--- src/rtl/interval_timer_pkg.sv ---
/*
 * Shared constants for the 16-bit interval timer: register offsets,
 * control field positions, status layout, reset values and prescaler limits.
 * Assumes a byte-addressed register port with one register per 32-bit word.
 */
package interval_timer_pkg;
    // register offsets (byte addresses)
    localparam logic [4:0] ADDR_CTRL = 5'h00;
    localparam logic [4:0] ADDR_COUNT = 5'h04;
    localparam logic [4:0] ADDR_PERIOD = 5'h08;
    localparam logic [4:0] ADDR_STATUS = 5'h0c;
    localparam logic [4:0] ADDR_CLEAR = 5'h10;
    localparam logic [4:0] ADDR_ENABLE = 5'h14;
    localparam logic [4:0] ADDR_PRIO = 5'h18;

    // control register field positions
    localparam int CTRL_ON_BIT = 15;
    localparam int CTRL_IDLE_STOP_BIT = 13;
    localparam int CTRL_GATE_BIT = 6;
    localparam int CTRL_PRESC_HI = 5;
    localparam int CTRL_PRESC_LO = 4;
    localparam int CTRL_SYNC_BIT = 2;
    localparam int CTRL_SRC_BIT = 1;
    localparam int CTRL_SOSC_BIT = 0;

    // status, clear and enable share this layout
    localparam int STAT_MATCH_BIT = 0;
    localparam int STAT_GATE_BIT = 1;
    localparam int NUM_EVENTS = 2;
    localparam int PRIO_W = 3;

    // values after reset
    localparam logic [15:0] COUNT_RESET = 16'h0000;
    localparam logic [15:0] PERIOD_RESET = 16'hffff;
    localparam logic [2:0] PRIO_RESET = 3'h4;

    // prescaler terminal counts for 1:1, 1:8, 1:64, 1:256
    localparam logic [7:0] PRESC_LIM_1 = 8'h00;
    localparam logic [7:0] PRESC_LIM_8 = 8'h07;
    localparam logic [7:0] PRESC_LIM_64 = 8'h3f;
    localparam logic [7:0] PRESC_LIM_256 = 8'hff;
endpackage

--- src/rtl/interval_timer.sv ---
/*
 * 16-bit interval timer / counter with prescaler, gate, period match
 * and a level interrupt, reached over a simple address/strobe port.
 * Assumes one 125 MHz clock that is also the instruction-cycle clock,
 * and pin inputs that may be asynchronous to it.
 */
// Decided for this implementation: the register addresses and the strobed register port.
// Functional notes
// - one 16-bit up-counter, timer or counter
// - timer, synchronous and asynchronous counter modes
// - period match zeroes count, sets flag
// - equality comparator drives reset and flag
// - gated mode: gate falling edge sets flag
// - prescaler divides by 1, 8, 64, 256
// - keeps counting in idle unless idle stop is set; in sleep only as asynchronous counter
// - select internal or external clock, gating
// - sync select: synchronised or asynchronous external
`timescale 1ns/10ps
module interval_timer #(
    parameter int CNT_W = 16
) (
    // clock and reset
    input wire logic i_clk,
    input wire logic i_rstn,
    // register port
    input wire logic [4:0] i_addr,
    input wire logic [15:0] i_wdata,
    input wire logic i_wr,
    input wire logic i_rd,
    output logic [15:0] o_rdata,
    // power modes
    input wire logic i_idle,
    input wire logic i_sleep,
    // external clock and oscillator
    input wire logic i_external_count_clock_pin,
    input wire logic i_secondary_osc_in,
    output logic o_secondary_osc_out,
    // interrupt
    output logic o_irq,
    output logic [2:0] o_counter_irq_priority
);
    typedef struct packed {
        logic on;
        logic idle_stop;
        logic gate_en;
        logic [1:0] presc;
        logic sync_sel;
        logic src_sel;
        logic sosc_en;
        logic [CNT_W-1:0] count;
        logic [CNT_W-1:0] period;
        logic [1:0] status;
        logic [1:0] enable;
        logic [2:0] prio;
        logic [7:0] presc_cnt;
        logic ext_s1;
        logic ext_s2;
        logic ext_s_prev;
        logic ext_a;
        logic ext_a_prev;
        logic osc_out;
        logic [15:0] rdata;
        logic irq;
    } state_t;

    state_t q;
    state_t next_q;

    logic ext_raw;
    logic sync_edge;
    logic async_edge;
    logic running;
    logic src_pulse;
    logic tick;
    logic match;
    logic gate_fall;
    logic [7:0] presc_lim;
    logic [1:0] ev_set;
    logic [1:0] ev_clr;
    logic [15:0] rd_val;

    // next-state logic for the whole block
    always_comb begin
        next_q = q;
        // oscillator input replaces the pin when enabled
        ext_raw = q.sosc_en ? i_secondary_osc_in : i_external_count_clock_pin;
        next_q.osc_out = q.sosc_en & ~i_secondary_osc_in;
        // two-stage synchroniser; ext_s1 feeds only ext_s2
        next_q.ext_s1 = ext_raw;
        next_q.ext_s2 = q.ext_s1;
        next_q.ext_s_prev = q.ext_s2;
        // single capture flop: faster but unprotected against metastability
        next_q.ext_a = ext_raw;
        next_q.ext_a_prev = q.ext_a;
        sync_edge = q.ext_s2 & ~q.ext_s_prev;
        async_edge = q.ext_a & ~q.ext_a_prev;

        // count source and mode selection
        running = q.on && !(i_idle && q.idle_stop);
        src_pulse = 1'b0;
        if (!q.src_sel) begin
            // internal clock; gate level pauses it in gated mode
            src_pulse = running && !i_sleep && (!q.gate_en || q.ext_s2);
        end else if (q.sync_sel) begin
            // synchronous counter stops with the system clock in sleep
            src_pulse = running && !i_sleep && sync_edge;
        end else begin
            // asynchronous counter keeps running in sleep
            src_pulse = running && async_edge;
        end

        // prescaler
        case (q.presc)
            2'h0: presc_lim = interval_timer_pkg::PRESC_LIM_1;
            2'h1: presc_lim = interval_timer_pkg::PRESC_LIM_8;
            2'h2: presc_lim = interval_timer_pkg::PRESC_LIM_64;
            default: presc_lim = interval_timer_pkg::PRESC_LIM_256;
        endcase
        // >= so a ratio lowered while running cannot wrap through 256
        tick = src_pulse && (q.presc_cnt >= presc_lim);
        if (!q.on || tick) begin
            next_q.presc_cnt = '0;
        end else if (src_pulse) begin
            next_q.presc_cnt = q.presc_cnt + 8'h01;
        end

        // period comparator and counter
        match = (q.count == q.period);
        if (i_wr && i_addr == interval_timer_pkg::ADDR_COUNT) begin
            // software load beats a coinciding increment
            next_q.count = i_wdata[CNT_W-1:0];
        end else if (tick) begin
            next_q.count = match ? '0 : q.count + 1'b1;
        end

        // gate falling edge, only in gated internal mode
        gate_fall = q.on && q.gate_en && !q.src_sel && q.ext_s_prev && !q.ext_s2;

        // sticky events; a set in the clear cycle wins
        ev_set = '0;
        ev_set[interval_timer_pkg::STAT_MATCH_BIT] = tick && match;
        ev_set[interval_timer_pkg::STAT_GATE_BIT] = gate_fall;
        ev_clr = (i_wr && i_addr == interval_timer_pkg::ADDR_CLEAR) ? i_wdata[1:0] : 2'h0;
        next_q.status = (q.status & ~ev_clr) | ev_set;

        // register writes
        if (i_wr) begin
            case (i_addr)
                interval_timer_pkg::ADDR_CTRL: begin
                    next_q.on = i_wdata[interval_timer_pkg::CTRL_ON_BIT];
                    next_q.idle_stop = i_wdata[interval_timer_pkg::CTRL_IDLE_STOP_BIT];
                    next_q.gate_en = i_wdata[interval_timer_pkg::CTRL_GATE_BIT];
                    next_q.presc = i_wdata[interval_timer_pkg::CTRL_PRESC_HI:interval_timer_pkg::CTRL_PRESC_LO];
                    next_q.sync_sel = i_wdata[interval_timer_pkg::CTRL_SYNC_BIT];
                    next_q.src_sel = i_wdata[interval_timer_pkg::CTRL_SRC_BIT];
                    next_q.sosc_en = i_wdata[interval_timer_pkg::CTRL_SOSC_BIT];
                end
                interval_timer_pkg::ADDR_PERIOD: begin
                    next_q.period = i_wdata[CNT_W-1:0];
                end
                interval_timer_pkg::ADDR_ENABLE: begin
                    next_q.enable = i_wdata[1:0];
                end
                interval_timer_pkg::ADDR_PRIO: begin
                    next_q.prio = i_wdata[2:0];
                end
                default: begin
                end
            endcase
        end

        // read mux; unmapped and write-only offsets read zero
        rd_val = '0;
        case (i_addr)
            interval_timer_pkg::ADDR_CTRL: begin
                rd_val[interval_timer_pkg::CTRL_ON_BIT] = q.on;
                rd_val[interval_timer_pkg::CTRL_IDLE_STOP_BIT] = q.idle_stop;
                rd_val[interval_timer_pkg::CTRL_GATE_BIT] = q.gate_en;
                rd_val[interval_timer_pkg::CTRL_PRESC_HI:interval_timer_pkg::CTRL_PRESC_LO] = q.presc;
                rd_val[interval_timer_pkg::CTRL_SYNC_BIT] = q.sync_sel;
                rd_val[interval_timer_pkg::CTRL_SRC_BIT] = q.src_sel;
                rd_val[interval_timer_pkg::CTRL_SOSC_BIT] = q.sosc_en;
            end
            interval_timer_pkg::ADDR_COUNT: rd_val[CNT_W-1:0] = q.count;
            interval_timer_pkg::ADDR_PERIOD: rd_val[CNT_W-1:0] = q.period;
            interval_timer_pkg::ADDR_STATUS: rd_val[1:0] = q.status;
            interval_timer_pkg::ADDR_ENABLE: rd_val[1:0] = q.enable;
            interval_timer_pkg::ADDR_PRIO: rd_val[2:0] = q.prio;
            default: rd_val = '0;
        endcase
        // data stand only in the cycle after the strobe
        next_q.rdata = i_rd ? rd_val : 16'h0000;

        // level interrupt from enabled sticky bits
        next_q.irq = |(next_q.status & next_q.enable);
    end

    // state register
    always_ff @(posedge i_clk or negedge i_rstn) begin
        if (!i_rstn) begin
            q <= '0;
            q.count <= interval_timer_pkg::COUNT_RESET;
            q.period <= interval_timer_pkg::PERIOD_RESET;
            q.prio <= interval_timer_pkg::PRIO_RESET;
        end else begin
            q <= next_q;
        end
    end

    // outputs straight from flops
    assign o_rdata = q.rdata;
    assign o_irq = q.irq;
    assign o_counter_irq_priority = q.prio;
    assign o_secondary_osc_out = q.osc_out;
endmodule

--- config.mk ---
export PLATFORM = sky130hd
export DESIGN_NAME = interval_timer
export DESIGN_NICKNAME = d
export VERILOG_FILES = /design/src/rtl/interval_timer_pkg.sv /design/src/rtl/interval_timer.sv
export SDC_FILE = /design/constraint.sdc
export NUM_CORES = 1
export LEC_CHECK = 0
export BUFFER_PORTS_ARGS = -buffer_cell sky130_fd_sc_hd__buf_2
export CAP_MARGIN = 25
export CORE_MARGIN = 2
export CORE_UTILIZATION = 45
export CTS_CLUSTER_SIZE = 20
export DETAILED_ROUTE_END_ITERATION = 6
export HOLD_SLACK_MARGIN = 0.15
export PLACE_DENSITY = 0.63
export REMOVE_ABC_BUFFERS = 1
export SETUP_SLACK_MARGIN = 0.2
export SYNTH_ARGS = -nofsm -noshare
export SYNTH_HDL_FRONTEND = slang
export SYNTH_SLANG_ARGS = --single-unit
--- constraint.sdc ---
create_clock -name i_clk -period 2.2 [get_ports i_clk]
set_clock_uncertainty 0.1 [all_clocks]
set_input_delay 0.44 -clock i_clk [delete_from_list [all_inputs] [get_ports i_clk]]
set_output_delay 0.44 -clock i_clk [all_outputs]
set_load 0.05 [all_outputs]
; ---- Yosys cells after proc, flatten, opt, wreduce, memory -nomap -nowiden
; Index checks and enable logic that the tools add are counted.
[totals]
ff_bits = 76
output_inout_bits = 21
wordCells = 93
[op_classes]
addsub = 2
order_cmp = 1
eq_ne = 9
n_mux = 22
bitwise_logic = 10
reduce_logical = 30
[ops]
columns = operator, n
row1 = $mux 16, 4
row2 = $pmux 8 s3, 1
row3 = $add 16x1->16 const B, 1
row4 = $eq 16x16->1, 1
row5 = $mux 8, 2
row6 = $eq 5x5->1 const B, 3
row7 = $logic_and 1x1->1, 14
row8 = $pmux 2 s6, 1
row9 = $pmux 6 s2, 1
row10 = $eq 5x4->1 const B, 2
row11 = $pmux 3 s3, 1
row12 = $add 8x1->8 const B, 1
row13 = $ge 8x8->1, 1
row14 = $logic_not 1->1, 6
row15 = $pmux 1 s3, 2
row16 = $reduce_and 2->1, 3
row17 = $eq 5x3->1 const B, 1
row18 = $logic_not 5->1, 1
row19 = $mux 5, 1
row20 = $and 2x2->2, 2
row21 = $mux 2, 2
row22 = $pmux 1 s2, 2
row23 = $pmux 1 s4, 1
row24 = $reduce_bool 2->1, 2
row25 = 11 further kinds, 18

; ---- Longest topological paths before layout
[logic_depth]
depth_word = 12
depth_mapped = 9
depth_no_buf = 8

; ---- Worst setup path after synthesis
; No wires, ideal clock.
[synth_path]
path_type = reg2reg
from = reg q[74] (netlist bit)
to = reg q[68] (netlist bit)
setup_ps = 82
arrival_ps = 2135
required_ps = 2018
path_slack_ps = -117
stages_incl_launch_ff = 9
path_buffers = 0
cell_sequence = dfrtp_1 -> nand2_1 -> ha_1 -> and4_1 -> o211ai_1 -> o211ai_1 -> and4b_1 -> or4b_1 -> a31oi_1
[synth_between]
elab_chain_cells = 5
elab_cells_between_ends = 7
cone_classes = order compare: 1 / eq/ne: 2 / mux: 1 / reduce/logical: 3
[synth_rtl]
columns = item, line
row1 = from (decl), interval_timer.sv:66  ; state_t q;
row2 = from (signal assigned), interval_timer.sv:206  ; q <= next_q;
row3 = $eq 2x2->1 (tied with other cells), interval_timer.sv:113  ; case (q.presc)
row4 = $pmux 8 s3 (*), interval_timer.sv:113
row5 = $ge 8x8->1 (*), interval_timer.sv:120  ; tick = src_pulse && (q.presc_cnt >= presc_lim);
row6 = $logic_and 1x1->1 (*), interval_timer.sv:120
row7 = $reduce_bool 2->1 (no source line) (*), -
; Mark *: on every way between the ends. The rest lies on a longest branch, timed or not.
; A chain may end at the register's enable or synchronous reset.

; ---- Worst setup path in the final report
[layout_path]
from = reg q[73] (netlist bit)
to = reg q[68] (netlist bit)
; Same word-level chain as after synthesis.

==> metrics.md <==
| Metric | Value |
|---|---|
| Seq cells post-synth | 76 |
| WS Path Type | reg2reg |
| Worst Path Required | 2.38 ns |
| Largest net degree at the start of global routing | 42 |
| Non-Filler Instances | 584 |
| Final setup violation count | 22 |
| P_leak | 0.00213 uW |
| Cts bufs inserted | 9 |
| Commonest non-fill, non-tap cells in the layout | 57 x dfrtp_1, 48 x buf_2, 45 x nor2_1 |
| Pre-CTS WS | -0.291 ns |
| First-pass GRT wire length | 16300 um |
| Pwr Density | 810 nW/um^2 |
| Residual overflow from global routing | 0 |
| Drt pass-1 iters | 7 |
| Max-cap violations | 0 |
| Placer congestion estimate | 0.864 |
| Failing checks | setup timing |
| Met2 Resource Use GR | 33.8% |
| Global route hottest layer | met2 |
| Ant diodes | 0 |
| Via count | 3314 |
| Worst hold slack | 0.217 ns |
| Worst Hold Class | in2reg |
| Fmax | 408 MHz |
| Die width | 99.3 um |
| Vias in the first global route | 3308 |
| Clk sinks | 76 |
| GRT met1 Usage | 29.0% |
| Grt met3 use | 4.29% |
| PnR Total Power | 4010 uW |
| Routed wire length | 9850 um |
| Placed cell count | 558 |
| H-tree levels | 3 |
| Minimum clock period after layout | 2.45 ns |
| CP cell instances | nand2_4 > ha_4 > and4_4 > o211ai_1 > o211ai_1 > and4b_2 > or4b_1 > a31oi_1 |
| Io pins | 50 |
| Clk buf depth | 2 |
| Synth area leaders | dfrtp_1 36%, dfstp_2 11%, mux2_2 9.1% |
| Dpl hpwl | 6870 um |
| Synthesis-to-finish area growth | 20.9% |
| CTS tree | yes |
| Routed WL per cell | 16.9 um |
| Initial antenna violation count | 0 |
| Outcome | complete, but fails checks |
| Synth top area share | 36.1% |
| Min-delay src | i_external_count_clock_pin |
| Commonest non-fill, non-tap cell in the layout | dfrtp_1 |
| Die area | 9870 sq um |
| Slew headroom | 48.1% |
| Port buffer count | 49 |
| Final TNS setup | -3.02 ns |
| Synthesis warning total | 0 |
| All-Layer GR Usage | 21.1% |
| Critical Path AT | 2.63 ns |
| # fillers | 757 |
| R2r startpoint | q[73] |
| Cell repeated most along the worst path | o211ai_1 |
| Crit-path max cell delay | 0.45 ns |
| Crit. Startpoint | q[73] |
| Layout cells sized above 1 | 37.6% |
| Chip height | 99.3 um |
| Hold Fails Final Rpt | 0 |
| Vias/cell | 5.67 |
| Syn Area/Cell | 10.1 sq um |
| Initial drt markers | 291 |
| Endpoint class of the critical path | register |
| Post-DRT Antenna Nets | 0 |
| Worst IR Drop VDD | 0.403 mV |
| Post-synth cell types | 48 |
| Residual DRC count | 0 |
| Pins Over Slew Limit | 0 |
| Synthesized cell area | 4090 sq um |
| CP max FO | 4 |
| CP Launch Type | register |
| Initial Util | 46.7% |
| Actual slew at the worst max-slew pin | 0.777 ns |
| Number of cell rows | 34 |
| RSZ-0062 raised after global routing | true |
| Clock Latency Late Sink | 0.36 ns |
| Post-synthesis sequential area ratio | 47.0% |
| Root Driver | clkbuf_8 |
| Worst-path clk slew | 0.08 ns |
| Nets | 508 |
| Post-Syn Instances | 403 |
| Cell taking the most area after synthesis | dfrtp_1 |
| Fin crit share | 111% |
| Final WS setup | -0.253 ns |
| Core area | 8760 sq um |
| Slowest CP cell | dfrtp_2 |
[sequential cells by signal, indices dropped and copies added (netlist names)]
| name | cells |
|---|---|
| o_irq | 1 |
| o_counter_irq_priority | 3 |
| o_rdata | 16 |
| o_secondary_osc_out | 1 |
| q | 54 |
| next_q | 1 |
[logic make-up (layout without fill, tap and decap cells)]
logic type / Yosys count / in the layout / share of synthesized area, %
compound gates: 82 / 82 / 12.9
xor+xnor: 17 / 17 / 3.64
fa+ha+maj: 8 / 8 / 2.45
buf+inv: 41 / 114 / 5.72
flops: 76 / 76 / 47.0
mux: 37 / 37 / 10.1
simple gates: 142 / 142 / 18.2
[metrics by stage]
stage | area, sq um | utilization, %
finish | 4940 | 56.4
global route | 4940 | 56.4
CTS | 4800 | 54.8
detailed placement | 4530 | 51.7
global placement | 4530 | 51.7
floorplan | 3870 | -
[final cells by class]
cell class                 instances  area (sq um)  area share [%]
clock buffer                      12           165            3.34
timing repair buffer              94           622            12.6
clock inverter                     4          22.5           0.456
tap                              108           135            2.73
multi-input combinational        286          2060            41.6
sequential                        76          1930            39.0
inverter                           4          15.0           0.304
[per-layer routing]
| metal | routed length, um | vias up | share of wire, % |
|---|---|---|---|
| met5 | 0 | - | 0 |
| li1 | - | 1586 | - |
| met1 | 4520 | 1631 | 46 |
| met3 | 468 | 11 | 4.8 |
| met4 | 149 | 0 | 1.5 |
| met2 | 4720 | 86 | 48 |
[power breakdown]
part	leakage (uW)	switching [uW]	internal, uW
clock	0.0000982	513	496
combinational	0.00109	559	549
sequential	0.000939	228	1660
total	0.00213	1300	2710
[worst max-delay path: cells and delay by family, from the launching register on]
kind                       cells  cell delay, ns
adders and majority gates      1            0.27
DFF                            1            0.45
and+or+nand+nor                4            1.04
AOI/OAI and AO/OA              3            0.50
[final timing paths]
| check | end | slack (ns) | cells past startpoint |
|---|---|---|---|
| min in group asynchronous | q[60] | 0.49 | 2 |
| min | next_q[18] | 0.22 | 2 |
| max in group asynchronous | q[47] | 0.87 | 3 |
| max | q[68] | -0.25 | 8 |
| max reg2reg | q[68] | -0.25 | 8 |
| min reg2reg | q[18] | 0.28 | 0 |
[what timing repair did]
item | CTS | global route
resized for setup | 10 | 22
hold buffers | 2 | 0
buffers inserted | 3 | 4
gates cloned | 0 | 1
endpoints found under the hold margin | 29 | 0
setup endpoints to repair | 25 | 26
pin swaps | 13 | 11
[synth_stat cells, drive strengths merged]
cell type	instances
a211oi	2
a21boi	1
a21o	1
a21oi	10
a221oi	2
a222oi	5
a22o	3
a22oi	8
a31oi	20
a32oi	1
and2	2
and2b	1
and3	4
and4	2
and4b	1
buf	26
clkbuf	11
dfrtp	59
dfstp	17
ha	8
inv	4
mux2	33
mux2i	4
nand2	22
nand3	16
nand3b	9
nand4	6
nand4bb	1
nor2	47
nor2b	15
nor3	4
nor4	1
o211ai	3
o21a	1
o21ai	23
o2bb2ai	1
o31ai	1
or2	2
or3	6
or4	2
or4b	1
xnor2	16
xor2	1
No activity file was read; power rests on OpenSTA's default activity.
